$ cat config.mk
export PLATFORM = sky130hd
export DESIGN_NAME = pdci_top
export DESIGN_NICKNAME = d
export VERILOG_FILES = /design/src/pkg/pdci_pkg.sv /design/src/pdci_channel.sv /design/src/pdci_top.sv
export SDC_FILE = /design/constraint.sdc
export NUM_CORES = 1
export LEC_CHECK = 0
export BUFFER_PORTS_ARGS = -buffer_cell sky130_fd_sc_hd__buf_4
export CORE_ASPECT_RATIO = 1.75
export CORE_MARGIN = 4
export CORE_UTILIZATION = 55
export DETAILED_ROUTE_END_ITERATION = 8
export PLACE_DENSITY = 0.72
export REMOVE_ABC_BUFFERS = 1
export SYNTH_ARGS = -nofsm -noshare
export SYNTH_HDL_FRONTEND = slang
export SYNTH_HIERARCHICAL = 1
export SYNTH_SLANG_ARGS = --single-unit
$ cat constraint.sdc
create_clock -name aclk -period 6.44 [get_ports aclk]
set_clock_uncertainty 0.05 [all_clocks]
set_input_delay 1.288 -clock aclk [delete_from_list [all_inputs] [get_ports aclk]]
set_output_delay 1.288 -clock aclk [all_outputs]
set_load 0.03 [all_outputs]
$ cat src/pkg/pdci_pkg.sv
package pdci_pkg;

    // bus geometry: register index sits at byte address bits [7:2]
    localparam int ADDR_W = 8;
    localparam int IDX_LSB = 2;
    localparam logic [1:0] RESP_OKAY = 2'h0;
    localparam logic [1:0] RESP_SLVERR = 2'h2;

    // register indices (byte address is four times the index)
    localparam logic [5:0] IDX_INPUT_SEL = 6'h0d;
    localparam logic [5:0] IDX_PERIOD = 6'h0e;
    localparam logic [5:0] IDX_IIR0_HI_LO = 6'h0f;
    localparam logic [5:0] IDX_IIR0_HI_HI = 6'h10;
    localparam logic [5:0] IDX_IIR0_LO_LO = 6'h11;
    localparam logic [5:0] IDX_IIR0_LO_HI = 6'h12;
    localparam logic [5:0] IDX_IIR0_FMT = 6'h13;
    localparam logic [5:0] IDX_IIR1_HI_LO = 6'h16;
    localparam logic [5:0] IDX_IIR1_HI_HI = 6'h17;
    localparam logic [5:0] IDX_IIR1_LO_LO = 6'h18;
    localparam logic [5:0] IDX_IIR1_LO_HI = 6'h19;
    localparam logic [5:0] IDX_IIR1_FMT = 6'h1a;
    localparam logic [5:0] IDX_HOLD_LO = 6'h1d;
    localparam logic [5:0] IDX_HOLD_HI = 6'h1e;
    localparam logic [5:0] IDX_IRQ_STATUS = 6'h28;
    localparam logic [5:0] IDX_IRQ_MASK = 6'h29;
    localparam logic [5:0] IDX_FLAG_STATE = 6'h2a;

    // reset values
    localparam logic [7:0] RST_BYTE = 8'h00;
    localparam logic [15:0] RST_WORD = 16'h0000;
    localparam logic [3:0] RST_EXP = 4'h0;
    localparam logic [1:0] RST_IRQ = 2'h0;

    // field positions and widths
    localparam int EXP_W = 4;
    localparam int THR_W = 16;
    localparam int FRAC_BITS = 14;
    localparam logic signed [15:0] FULL_POS = 16'sh4000;
    localparam logic signed [15:0] FULL_NEG = 16'shc000;
    localparam int PERIOD_MAX = 32768;

    // crossing rate is the sample clock divided by eight
    localparam int TICK_DIV = 8;
    localparam logic [2:0] TICK_LAST = 3'(TICK_DIV - 1);

    // comparator outputs of the block peak detector
    typedef struct packed {
        logic high_pair_upper_cmp;
        logic high_pair_lower_cmp;
        logic low_pair_upper_cmp;
        logic low_pair_lower_cmp;
    } pdci_cmp_t;

    // per-filter comparator setup
    typedef struct packed {
        logic [15:0] high;
        logic [15:0] low;
        logic two_bit;
    } pdci_thr_t;

endpackage

$ cat src/pdci_channel.sv
`timescale 1ns/1ps
module pdci_channel (
    // clock and reset
    input wire logic aclk,
    input wire logic aresetn,
    // filter input at the crossing rate
    input wire logic tick,
    input wire logic signed [1:0] x,
    input wire logic [3:0] exponent,
    // comparator setup
    input wire pdci_pkg::pdci_thr_t cfg,
    input wire logic [15:0] hold_count,
    // results
    output logic signed [15:0] y,
    output logic peak,
    output logic [1:0] alarm
);
    logic signed [17:0] target;
    logic signed [17:0] diff;
    logic signed [17:0] step;
    logic signed [17:0] next_y;
    logic [15:0] hold_cnt;
    logic below_lo;
    logic above_hi;

    // target is x in 2.14, so +1 maps to 4000h and -1 to c000h
    assign target = {{2{x[1]}}, x, 14'h0000};
    assign diff = target - {{2{y[15]}}, y};
    assign step = diff >>> exponent;
    assign next_y = {{2{y[15]}}, y} + step;
    assign below_lo = y < $signed(cfg.low);
    assign above_hi = y > $signed(cfg.high);

    // one-pole smoother, time constant of 2^n crossing ticks
    always_ff @(posedge aclk) begin
        if (!aresetn) begin
            y <= 16'sh0000;
        end else if (tick) begin
            y <= next_y[15:0];
        end
    end

    // set on crossing high; clear only after a run below low
    always_ff @(posedge aclk) begin
        if (!aresetn) begin
            peak <= 1'b0;
            hold_cnt <= 16'h0000;
        end else if (tick) begin
            if (above_hi) begin
                peak <= 1'b1;
                hold_cnt <= 16'h0000;
            end else if (peak && below_lo) begin
                if (hold_cnt >= hold_count) begin
                    peak <= 1'b0;
                    hold_cnt <= 16'h0000;
                end else begin
                    hold_cnt <= hold_cnt + 16'h0001;
                end
            end else begin
                hold_cnt <= 16'h0000; // run broken, start over
            end
        end
    end

    // 1-bit format carries only the flag
    always_ff @(posedge aclk) begin
        if (!aresetn) begin
            alarm <= 2'h0;
        end else begin
            alarm <= cfg.two_bit ? {peak, below_lo} : {1'b0, peak};
        end
    end
endmodule // pdci_channel

$ cat src/pdci_top.sv
// The implementer's own choice: the AXI4-Lite slave port.
`timescale 1ns/1ps
// Summary of operation
// - with input select 0 the filter-0 input is built only from the two high-pair comparators.
// - with input select 1 the high and low pairs merge into a -1, 0, +1 filter input.
// - the crossing period is 2^N crossing ticks, N a 4-bit field, at most 32768 ticks.
// - thresholds are 16-bit signed 2.14 values, 4000h meaning every sample crossing.
// - each of the two filters has a high and a low threshold, each split over two byte registers.
// - a per-filter format bit picks a 1-bit comparator output at 0 and a 2-bit one at 1.
// - the peak flag sets when the output crosses high and clears after a full hold run below low.
module pdci_top (
    // clock and reset
    input wire logic aclk,
    input wire logic aresetn,
    // block peak comparator outputs, same clock
    input wire pdci_pkg::pdci_cmp_t cmp,
    // axi4-lite write address
    input wire logic awvalid,
    output logic awready,
    input wire logic [7:0] awaddr,
    input wire logic [2:0] awprot,
    // axi4-lite write data
    input wire logic wvalid,
    output logic wready,
    input wire logic [31:0] wdata,
    input wire logic [3:0] wstrb,
    // axi4-lite write response
    output logic bvalid,
    input wire logic bready,
    output logic [1:0] bresp,
    // axi4-lite read address
    input wire logic arvalid,
    output logic arready,
    input wire logic [7:0] araddr,
    input wire logic [2:0] arprot,
    // axi4-lite read data
    output logic rvalid,
    input wire logic rready,
    output logic [31:0] rdata,
    output logic [1:0] rresp,
    // alarms toward gain control and interrupt
    output logic [1:0] alarm0,
    output logic [1:0] alarm1,
    output logic irq
);
    // crossing tick divider
    logic [2:0] div_cnt;
    logic tick;

    // configuration
    logic input_sel;
    logic [3:0] exponent;
    pdci_pkg::pdci_thr_t thr0;
    pdci_pkg::pdci_thr_t thr1;
    logic [15:0] hold_count;
    logic [1:0] irq_status;
    logic [1:0] irq_mask;

    // bus holding state
    logic aw_held;
    logic w_held;
    logic [7:0] awaddr_q;
    logic [7:0] wdata_q;
    logic wstrb_q;
    logic do_write;
    logic [5:0] wr_idx;
    logic wr_en;
    logic wr_ok;
    logic [7:0] rd_byte;
    logic rd_ok;

    // filter inputs and results
    logic signed [1:0] x0;
    logic signed [1:0] x1;
    logic high_hit;
    logic low_hit;
    logic signed [15:0] y0;
    logic signed [15:0] y1;
    logic [1:0] peak;
    logic [1:0] peak_d;
    logic [1:0] peak_rise;
    logic [1:0] next_status;
    logic [1:0] alarm0_w;
    logic [1:0] alarm1_w;

    // one tick every eight clocks
    always_ff @(posedge aclk) begin
        if (!aresetn) begin
            div_cnt <= 3'h0;
            tick <= 1'b0;
        end else begin
            div_cnt <= (div_cnt == pdci_pkg::TICK_LAST) ? 3'h0 : div_cnt + 3'h1;
            tick <= (div_cnt == pdci_pkg::TICK_LAST);
        end
    end

    // input shaping; filter 1 always sees the high pair only
    assign high_hit = cmp.high_pair_upper_cmp | cmp.high_pair_lower_cmp;
    assign low_hit = cmp.low_pair_upper_cmp | cmp.low_pair_lower_cmp;
    always_comb begin
        if (!input_sel) begin
            x0 = high_hit ? 2'sb01 : 2'sb00;
        end else if (high_hit) begin
            x0 = 2'sb01;
        end else begin
            x0 = low_hit ? 2'sb00 : 2'sb11;
        end
    end
    assign x1 = high_hit ? 2'sb01 : 2'sb00;

    // two filter channels share period and hold count
    pdci_channel u_iir0 (
        .aclk(aclk),
        .aresetn(aresetn),
        .tick(tick),
        .x(x0),
        .exponent(exponent),
        .cfg(thr0),
        .hold_count(hold_count),
        .y(y0),
        .peak(peak[0]),
        .alarm(alarm0_w)
    );
    pdci_channel u_iir1 (
        .aclk(aclk),
        .aresetn(aresetn),
        .tick(tick),
        .x(x1),
        .exponent(exponent),
        .cfg(thr1),
        .hold_count(hold_count),
        .y(y1),
        .peak(peak[1]),
        .alarm(alarm1_w)
    );

    // alarms are re-registered so the pins never see a comparator glitch
    always_ff @(posedge aclk) begin
        if (!aresetn) begin
            alarm0 <= 2'h0;
            alarm1 <= 2'h0;
        end else begin
            alarm0 <= alarm0_w;
            alarm1 <= alarm1_w;
        end
    end

    // write address channel, held until the pair is complete
    always_ff @(posedge aclk) begin
        if (!aresetn) begin
            aw_held <= 1'b0;
            awready <= 1'b0;
            awaddr_q <= 8'h00;
        end else if (awvalid && awready) begin
            aw_held <= 1'b1;
            awready <= 1'b0;
            awaddr_q <= awaddr;
        end else if (do_write) begin
            aw_held <= 1'b0;
            awready <= 1'b1;
        end else if (!aw_held) begin
            awready <= 1'b1;
        end
    end

    // write data channel, taken independently of the address
    always_ff @(posedge aclk) begin
        if (!aresetn) begin
            w_held <= 1'b0;
            wready <= 1'b0;
            wdata_q <= 8'h00;
            wstrb_q <= 1'b0;
        end else if (wvalid && wready) begin
            w_held <= 1'b1;
            wready <= 1'b0;
            wdata_q <= wdata[7:0];
            wstrb_q <= wstrb[0];
        end else if (do_write) begin
            w_held <= 1'b0;
            wready <= 1'b1;
        end else if (!w_held) begin
            wready <= 1'b1;
        end
    end

    // commit once both halves are in and the last response is gone
    assign do_write = aw_held && w_held && !bvalid;
    assign wr_idx = awaddr_q[7:pdci_pkg::IDX_LSB];
    assign wr_en = do_write && wstrb_q;

    // decode for the response code
    always_comb begin
        case (wr_idx)
            pdci_pkg::IDX_INPUT_SEL, pdci_pkg::IDX_PERIOD,
            pdci_pkg::IDX_IIR0_HI_LO, pdci_pkg::IDX_IIR0_HI_HI,
            pdci_pkg::IDX_IIR0_LO_LO, pdci_pkg::IDX_IIR0_LO_HI,
            pdci_pkg::IDX_IIR0_FMT, pdci_pkg::IDX_IIR1_HI_LO,
            pdci_pkg::IDX_IIR1_HI_HI, pdci_pkg::IDX_IIR1_LO_LO,
            pdci_pkg::IDX_IIR1_LO_HI, pdci_pkg::IDX_IIR1_FMT,
            pdci_pkg::IDX_HOLD_LO, pdci_pkg::IDX_HOLD_HI,
            pdci_pkg::IDX_IRQ_STATUS, pdci_pkg::IDX_IRQ_MASK,
            pdci_pkg::IDX_FLAG_STATE: wr_ok = 1'b1;
            default: wr_ok = 1'b0;
        endcase
    end

    // write response
    always_ff @(posedge aclk) begin
        if (!aresetn) begin
            bvalid <= 1'b0;
            bresp <= pdci_pkg::RESP_OKAY;
        end else if (do_write) begin
            bvalid <= 1'b1;
            bresp <= wr_ok ? pdci_pkg::RESP_OKAY : pdci_pkg::RESP_SLVERR;
        end else if (bready) begin
            bvalid <= 1'b0;
        end
    end

    // control registers; reserved bits are dropped on write
    always_ff @(posedge aclk) begin
        if (!aresetn) begin
            input_sel <= 1'b0;
            exponent <= pdci_pkg::RST_EXP;
            thr0 <= '0;
            thr1 <= '0;
            hold_count <= pdci_pkg::RST_WORD;
            irq_mask <= pdci_pkg::RST_IRQ;
        end else if (wr_en) begin
            case (wr_idx)
                pdci_pkg::IDX_INPUT_SEL: input_sel <= wdata_q[0];
                pdci_pkg::IDX_PERIOD: exponent <= wdata_q[3:0];
                pdci_pkg::IDX_IIR0_HI_LO: thr0.high[7:0] <= wdata_q;
                pdci_pkg::IDX_IIR0_HI_HI: thr0.high[15:8] <= wdata_q;
                pdci_pkg::IDX_IIR0_LO_LO: thr0.low[7:0] <= wdata_q;
                pdci_pkg::IDX_IIR0_LO_HI: thr0.low[15:8] <= wdata_q;
                pdci_pkg::IDX_IIR0_FMT: thr0.two_bit <= wdata_q[0];
                pdci_pkg::IDX_IIR1_HI_LO: thr1.high[7:0] <= wdata_q;
                pdci_pkg::IDX_IIR1_HI_HI: thr1.high[15:8] <= wdata_q;
                pdci_pkg::IDX_IIR1_LO_LO: thr1.low[7:0] <= wdata_q;
                pdci_pkg::IDX_IIR1_LO_HI: thr1.low[15:8] <= wdata_q;
                pdci_pkg::IDX_IIR1_FMT: thr1.two_bit <= wdata_q[0];
                pdci_pkg::IDX_HOLD_LO: hold_count[7:0] <= wdata_q;
                pdci_pkg::IDX_HOLD_HI: hold_count[15:8] <= wdata_q;
                pdci_pkg::IDX_IRQ_MASK: irq_mask <= wdata_q[1:0];
                default: ;
            endcase
        end
    end

    // peak rising edge is the interrupt event
    always_ff @(posedge aclk) begin
        if (!aresetn) begin
            peak_d <= 2'h0;
        end else begin
            peak_d <= peak;
        end
    end
    assign peak_rise = peak & ~peak_d;

    // sticky status, write one to clear; a new event beats the clear
    always_comb begin
        next_status = irq_status;
        if (wr_en && wr_idx == pdci_pkg::IDX_IRQ_STATUS) begin
            next_status = irq_status & ~wdata_q[1:0];
        end
        next_status = next_status | peak_rise;
    end
    always_ff @(posedge aclk) begin
        if (!aresetn) begin
            irq_status <= pdci_pkg::RST_IRQ;
        end else begin
            irq_status <= next_status;
        end
    end

    // level interrupt from the live status
    always_ff @(posedge aclk) begin
        if (!aresetn) begin
            irq <= 1'b0;
        end else begin
            irq <= |(next_status & irq_mask);
        end
    end

    // read decode, reserved bits read zero
    always_comb begin
        rd_ok = 1'b1;
        case (araddr[7:pdci_pkg::IDX_LSB])
            pdci_pkg::IDX_INPUT_SEL: rd_byte = {7'h00, input_sel};
            pdci_pkg::IDX_PERIOD: rd_byte = {4'h0, exponent};
            pdci_pkg::IDX_IIR0_HI_LO: rd_byte = thr0.high[7:0];
            pdci_pkg::IDX_IIR0_HI_HI: rd_byte = thr0.high[15:8];
            pdci_pkg::IDX_IIR0_LO_LO: rd_byte = thr0.low[7:0];
            pdci_pkg::IDX_IIR0_LO_HI: rd_byte = thr0.low[15:8];
            pdci_pkg::IDX_IIR0_FMT: rd_byte = {7'h00, thr0.two_bit};
            pdci_pkg::IDX_IIR1_HI_LO: rd_byte = thr1.high[7:0];
            pdci_pkg::IDX_IIR1_HI_HI: rd_byte = thr1.high[15:8];
            pdci_pkg::IDX_IIR1_LO_LO: rd_byte = thr1.low[7:0];
            pdci_pkg::IDX_IIR1_LO_HI: rd_byte = thr1.low[15:8];
            pdci_pkg::IDX_IIR1_FMT: rd_byte = {7'h00, thr1.two_bit};
            pdci_pkg::IDX_HOLD_LO: rd_byte = hold_count[7:0];
            pdci_pkg::IDX_HOLD_HI: rd_byte = hold_count[15:8];
            pdci_pkg::IDX_IRQ_STATUS: rd_byte = {6'h00, irq_status};
            pdci_pkg::IDX_IRQ_MASK: rd_byte = {6'h00, irq_mask};
            pdci_pkg::IDX_FLAG_STATE: rd_byte = {2'h0, alarm1, alarm0, peak};
            default: begin
                rd_byte = 8'h00;
                rd_ok = 1'b0;
            end
        endcase
    end

    // read channel, one read in flight
    always_ff @(posedge aclk) begin
        if (!aresetn) begin
            arready <= 1'b0;
            rvalid <= 1'b0;
            rdata <= 32'h0000_0000;
            rresp <= pdci_pkg::RESP_OKAY;
        end else if (arvalid && arready) begin
            arready <= 1'b0;
            rvalid <= 1'b1;
            rdata <= {24'h000000, rd_byte};
            rresp <= rd_ok ? pdci_pkg::RESP_OKAY : pdci_pkg::RESP_SLVERR;
        end else if (rvalid && rready) begin
            rvalid <= 1'b0;
            arready <= 1'b1;
        end else if (!rvalid) begin
            arready <= 1'b1;
        end
    end
endmodule // pdci_top

==> flow_results.xml <==
<?xml version="1.0" encoding="UTF-8"?>
<metrics>
  <group name="run_status">
    <metric name="outcome" unit="">finished, final reports clean</metric>
  </group>
  <group name="synthesis">
    <metric name="synth_top_area_share" unit="%">26.2</metric>
    <metric name="netlist_top_cells_area" unit="">dfxtp_1, ha_1, mux2i_1</metric>
    <metric name="synth_seq_area_share" unit="%">26.2</metric>
    <metric name="syn-instance-count" unit="">1969</metric>
    <metric name="syn_area_per_cell" unit="µm²">7.96</metric>
    <metric name="synthDominantAreaCellType" unit="">dfxtp_1</metric>
    <metric name="area_fraction_in_compound_gates_after_synthesis" unit="%">19.9</metric>
    <metric name="yosys-mux-area-fraction" unit="%">7.97</metric>
    <metric name="dominant_combinational_cell_family_by_area_after_synthesis" unit="">simple AND/OR/NAND/NOR gates</metric>
    <metric name="async_flop_share" unit="%">0</metric>
    <metric name="yosys.cell_count.top_type" unit="">dfxtp_1</metric>
    <metric name="yosys-top-cells-count" unit="">dfxtp_1, nand2_1, nor2_1</metric>
    <metric name="yosys_warnings" unit="">6</metric>
    <metric name="post_synth_and_or_nand_nor_area_fraction" unit="%">23.8</metric>
    <metric name="fraction_of_the_mapped_netlist_area_in_adder_cells" unit="%">11.1</metric>
    <metric name="post_synthesis_share_of_cell_area_spent_on_xor_and_xnor_gates" unit="%">2.91</metric>
    <metric name="yosys_register_bits" unit="">205</metric>
    <metric name="netlist-cell-type-count" unit="">93</metric>
    <metric name="mappedNetlistArea" unit="mm²">0.0157</metric>
    <metric name="synth_edf_count" unit="">0</metric>
    <metric name="dominantRegCellSynth" unit="">dfxtp_1</metric>
  </group>
  <group name="floorplanning">
    <metric name="io_pins" unit="">115</metric>
    <metric name="initial_standard_cell_utilization_of_the_core" unit="%">55.8</metric>
    <metric name="die_width" unit="µm">136</metric>
    <metric name="placementRows" unit="">81</metric>
    <metric name="total_die_area" unit="mm²">0.0314</metric>
    <metric name="die_height" unit="µm">231</metric>
    <metric name="core-area" unit="mm²">0.0281</metric>
  </group>
  <group name="routing">
    <metric name="drt_wl_total" unit="µm">48000</metric>
    <metric name="iteration_0_drc_count_of_the_detailed_router" unit="">940</metric>
    <metric name="dr_wl_met3" unit="µm">2170</metric>
    <metric name="met1_layer_wirelength_in_the_final_routing" unit="µm">17800</metric>
    <metric name="post_drt_via_cell_ratio" unit="">6.37</metric>
    <metric name="topRoutingLayerUsed" unit="">met4</metric>
    <metric name="ant_nets" unit="">0</metric>
    <metric name="wl_per_cell" unit="µm">20.6</metric>
    <metric name="drt_pre_antenna_iters" unit="">6</metric>
    <metric name="vias_after_detailed_routing" unit="">14806</metric>
    <metric name="drc" unit="">0</metric>
    <metric name="wl_met2" unit="µm">24700</metric>
  </group>
  <group name="clock_network">
    <metric name="cts_inserted_buffers" unit="">19</metric>
    <metric name="clock_path_buffers" unit="">3</metric>
    <metric name="htreeDepth" unit="">1</metric>
    <metric name="clk_pin_slew_worst_paths" unit="ns">0.07</metric>
    <metric name="clk-insertion-delay-late" unit="ns">0.51</metric>
    <metric name="cts_tree" unit="">yes</metric>
    <metric name="ctsResizeCount" unit="">0</metric>
    <metric name="tritoncts_num_sinks" unit="">205</metric>
    <metric name="cts-root-buf" unit="">clkbuf_16</metric>
    <metric name="cts.hold.buffers_added" unit="">0</metric>
    <metric name="post_cts_buffers" unit="">0</metric>
  </group>
  <group name="setup_path">
    <metric name="worstSetupEndpointType" unit="">flop</metric>
    <metric name="worst_ep_required_time" unit="ns">6.79</metric>
    <metric name="timing.critical_path.arrival" unit="ns">6.05</metric>
    <metric name="path_max_fanout" unit="">6</metric>
    <metric name="startpoint" unit="">cmp[2]</metric>
    <metric name="worst_setup_path_start_kind" unit="">primary input</metric>
    <metric name="worst_path_max_delay_cell" unit="">a311oi_1</metric>
    <metric name="crit_top_cell" unit="">a21oi_1</metric>
    <metric name="cp_cell_sequence" unit="">buf_4 &gt; or2_2 &gt; ha_1 &gt; nor4b_1 &gt; buf_4 &gt; nand3_1 &gt; o21ai_0 &gt; nand3_1 &gt; a311oi_1 &gt; a211o_1 &gt; a21oi_1 &gt; fa_1 &gt; a21oi_1 &gt; o21ai_0 &gt; a21oi_1 &gt; o21ai_0 &gt; a21oi_1 &gt; mux2_2 &gt; o311ai_0</metric>
    <metric name="rr_startpoint" unit="">u_iir0/y[2]</metric>
    <metric name="worst_path_largest_cell_delay" unit="ns">0.55</metric>
    <metric name="crit_type" unit="">primary input to flop</metric>
  </group>
  <group name="placement">
    <metric name="portBuffers" unit="">51</metric>
    <metric name="gp_congestion" unit="">0.978</metric>
    <metric name="placement.setup.worst_slack" unit="ns">0.340</metric>
    <metric name="dpl.hpwl" unit="µm">36100</metric>
  </group>
  <group name="grt">
    <metric name="wire_length_of_the_first_global_routing_pass" unit="µm">75600</metric>
    <metric name="first_global_vias" unit="">14202</metric>
    <metric name="maximum_number_of_pins_on_one_net_before_global_route_repair" unit="">116</metric>
    <metric name="grt.total_usage" unit="%">29.9</metric>
    <metric name="total_overflow_reported_by_the_global_router" unit="">0</metric>
    <metric name="antenna_found_initial" unit="">0</metric>
  </group>
  <group name="finish">
    <metric name="layout.nets" unit="">2148</metric>
    <metric name="antenna-diode-count" unit="">0</metric>
    <metric name="drive_gt1_share" unit="%">7.99</metric>
    <metric name="final_core_util" unit="%">59.4</metric>
    <metric name="syn2layout_area_growth" unit="%">6.35</metric>
    <metric name="final.fill_count" unit="">2602</metric>
  </group>
  <group name="sta">
    <metric name="relSlewSlack" unit="%">19.6</metric>
    <metric name="setup_viol" unit="">0</metric>
    <metric name="achievable-frequency" unit="MHz">176</metric>
    <metric name="report.final.hold_viol_count" unit="">0</metric>
    <metric name="total_negative_slack_for_setup_checks" unit="ns">0</metric>
    <metric name="finalMaxSlewViolations" unit="">0</metric>
    <metric name="layout_min_cycle_time" unit="ns">5.70</metric>
    <metric name="rsz0062_at_grt" unit="">no</metric>
    <metric name="fin_ws" unit="ns">0.745</metric>
    <metric name="final_min_period_over_clock_period" unit="%">88.4</metric>
    <metric name="timing_worst_slew_pin_value" unit="ns">1.21</metric>
  </group>
  <group name="job">
    <metric name="max-cap-violations" unit="">0</metric>
  </group>
  <group name="worst_hold_path">
    <metric name="hold_path.class" unit="">flop to flop</metric>
    <metric name="hold_path_startpoint" unit="">wr_ok</metric>
  </group>
  <group name="power_and_ir_drop">
    <metric name="power_per_cell_area" unit="mW/mm²">159</metric>
    <metric name="power.leakage" unit="nW">6.37</metric>
    <metric name="peakVddDrop" unit="µV">241</metric>
  </group>
</metrics>
-- flip-flops by register name (all words and copies together), names as in the netlist, 3 cells and up --
name,count
awaddr_q,6
div_cnt,3
exponent,4
hold_count,16
rdata,8
thr0,33
thr1,33
u_iir0/hold_cnt,16
u_iir0/y,16
u_iir1/hold_cnt,16
u_iir1/y,16
wdata_q,8
-- placed cells by master (no fill, tap or decap), types with 18 or more instances in the layout --
| cell | Yosys | routed |
|---|---|---|
| mux2i_1 | 108 | 108 |
| a211oi_1 | 27 | 27 |
| and3_1 | 25 | 25 |
| xnor2_1 | 22 | 22 |
| nand2b_1 | 25 | 25 |
| clkbuf_16 | 0 | 19 |
| and2_1 | 27 | 27 |
| nand2_1 | 160 | 160 |
| a32oi_1 | 21 | 21 |
| nand4_1 | 32 | 32 |
| ha_1 | 136 | 136 |
| a31oi_1 | 23 | 23 |
| a22oi_1 | 18 | 18 |
| a21oi_1 | 132 | 132 |
| o21ai_0 | 73 | 73 |
| dfxtp_1 | 205 | 203 |
| conb_1 | 1 | 27 |
| nand3_1 | 76 | 76 |
| xor2_1 | 30 | 30 |
| nor2_1 | 157 | 157 |
| or3_1 | 19 | 19 |
| nor3_1 | 48 | 48 |
| inv_1 | 143 | 143 |
| buf_4 | 30 | 71 |
| nor2b_1 | 19 | 19 |
-- cells by family after synthesis --
| logic type | Yosys count |
|---|---|
| AOI/OAI and AO/OA | 468 |
| xor gates and xnor gates | 52 |
| adders and majority gates | 138 |
| buffers and inverters | 290 |
| DFF | 205 |
| muxes | 121 |
| other | 1 |
| and+or+nand+nor | 694 |
-- report_power, final --
| group | total (mW) | switching (mW) | internal, mW |
|---|---|---|---|
| Combinational | 0.180 | 0.123 | 0.0562 |
| Clock | 1.17 | 0.505 | 0.664 |
| Sequential | 1.30 | 0.0211 | 1.28 |
-- worst paths after layout --
path	to	slack, ns	depth (start not counted)
worst min-delay path	bresp[1]	0.36	1
worst max register to register	u_iir0/y[12]	1.18	16
worst min register to register	bresp[1]	0.36	1
worst max-delay path	u_iir1/y[14]	0.74	19
-- critical path: cells and delay by family --
kind / cells / cell delay, ns
buffers and inverters: 2 / 0.28
AND/OR/NAND/NOR: 4 / 0.85
multiplexers: 1 / 0.36
adder cells (fa/ha/maj): 2 / 0.85
AO/OA/AOI/OAI: 10 / 2.39
-- layer usage --
| metal | global-route usage, % | vias to the layer above |
|---|---|---|
| met5 | 0 | - |
| met4 | 17.9 | 0 |
| met3 | 2.65 | 163 |
| met2 | 54.9 | 537 |
| met1 | 32.9 | 7055 |
| li1 | - | 7051 |
-- layout make-up --
cell class	instances	area, µm²	share of cell area (%)
Multi-Input combinational cell	1500	10400	62.4
Clock buffer	28	539	3.23
Sequential cell	205	4110	24.6
Tap cell	373	467	2.80
Clock inverter	5	81.3	0.488
Timing Repair Buffer	71	533	3.20
Inverter	144	542	3.25
-- through the flow --
stage	hold slack, ns	std cells	instance area [µm²]	power [mW]
finish	0.361	2326	16700	2.65
detailed placement	0.357	2293	16100	1.50
global placement	0.348	2293	16100	1.50
global route	0.379	2326	16700	2.72
floorplan	0.340	1849	15000	1.43
CTS	0.370	2326	16700	2.66
Power figures use the tool's default switching activity.
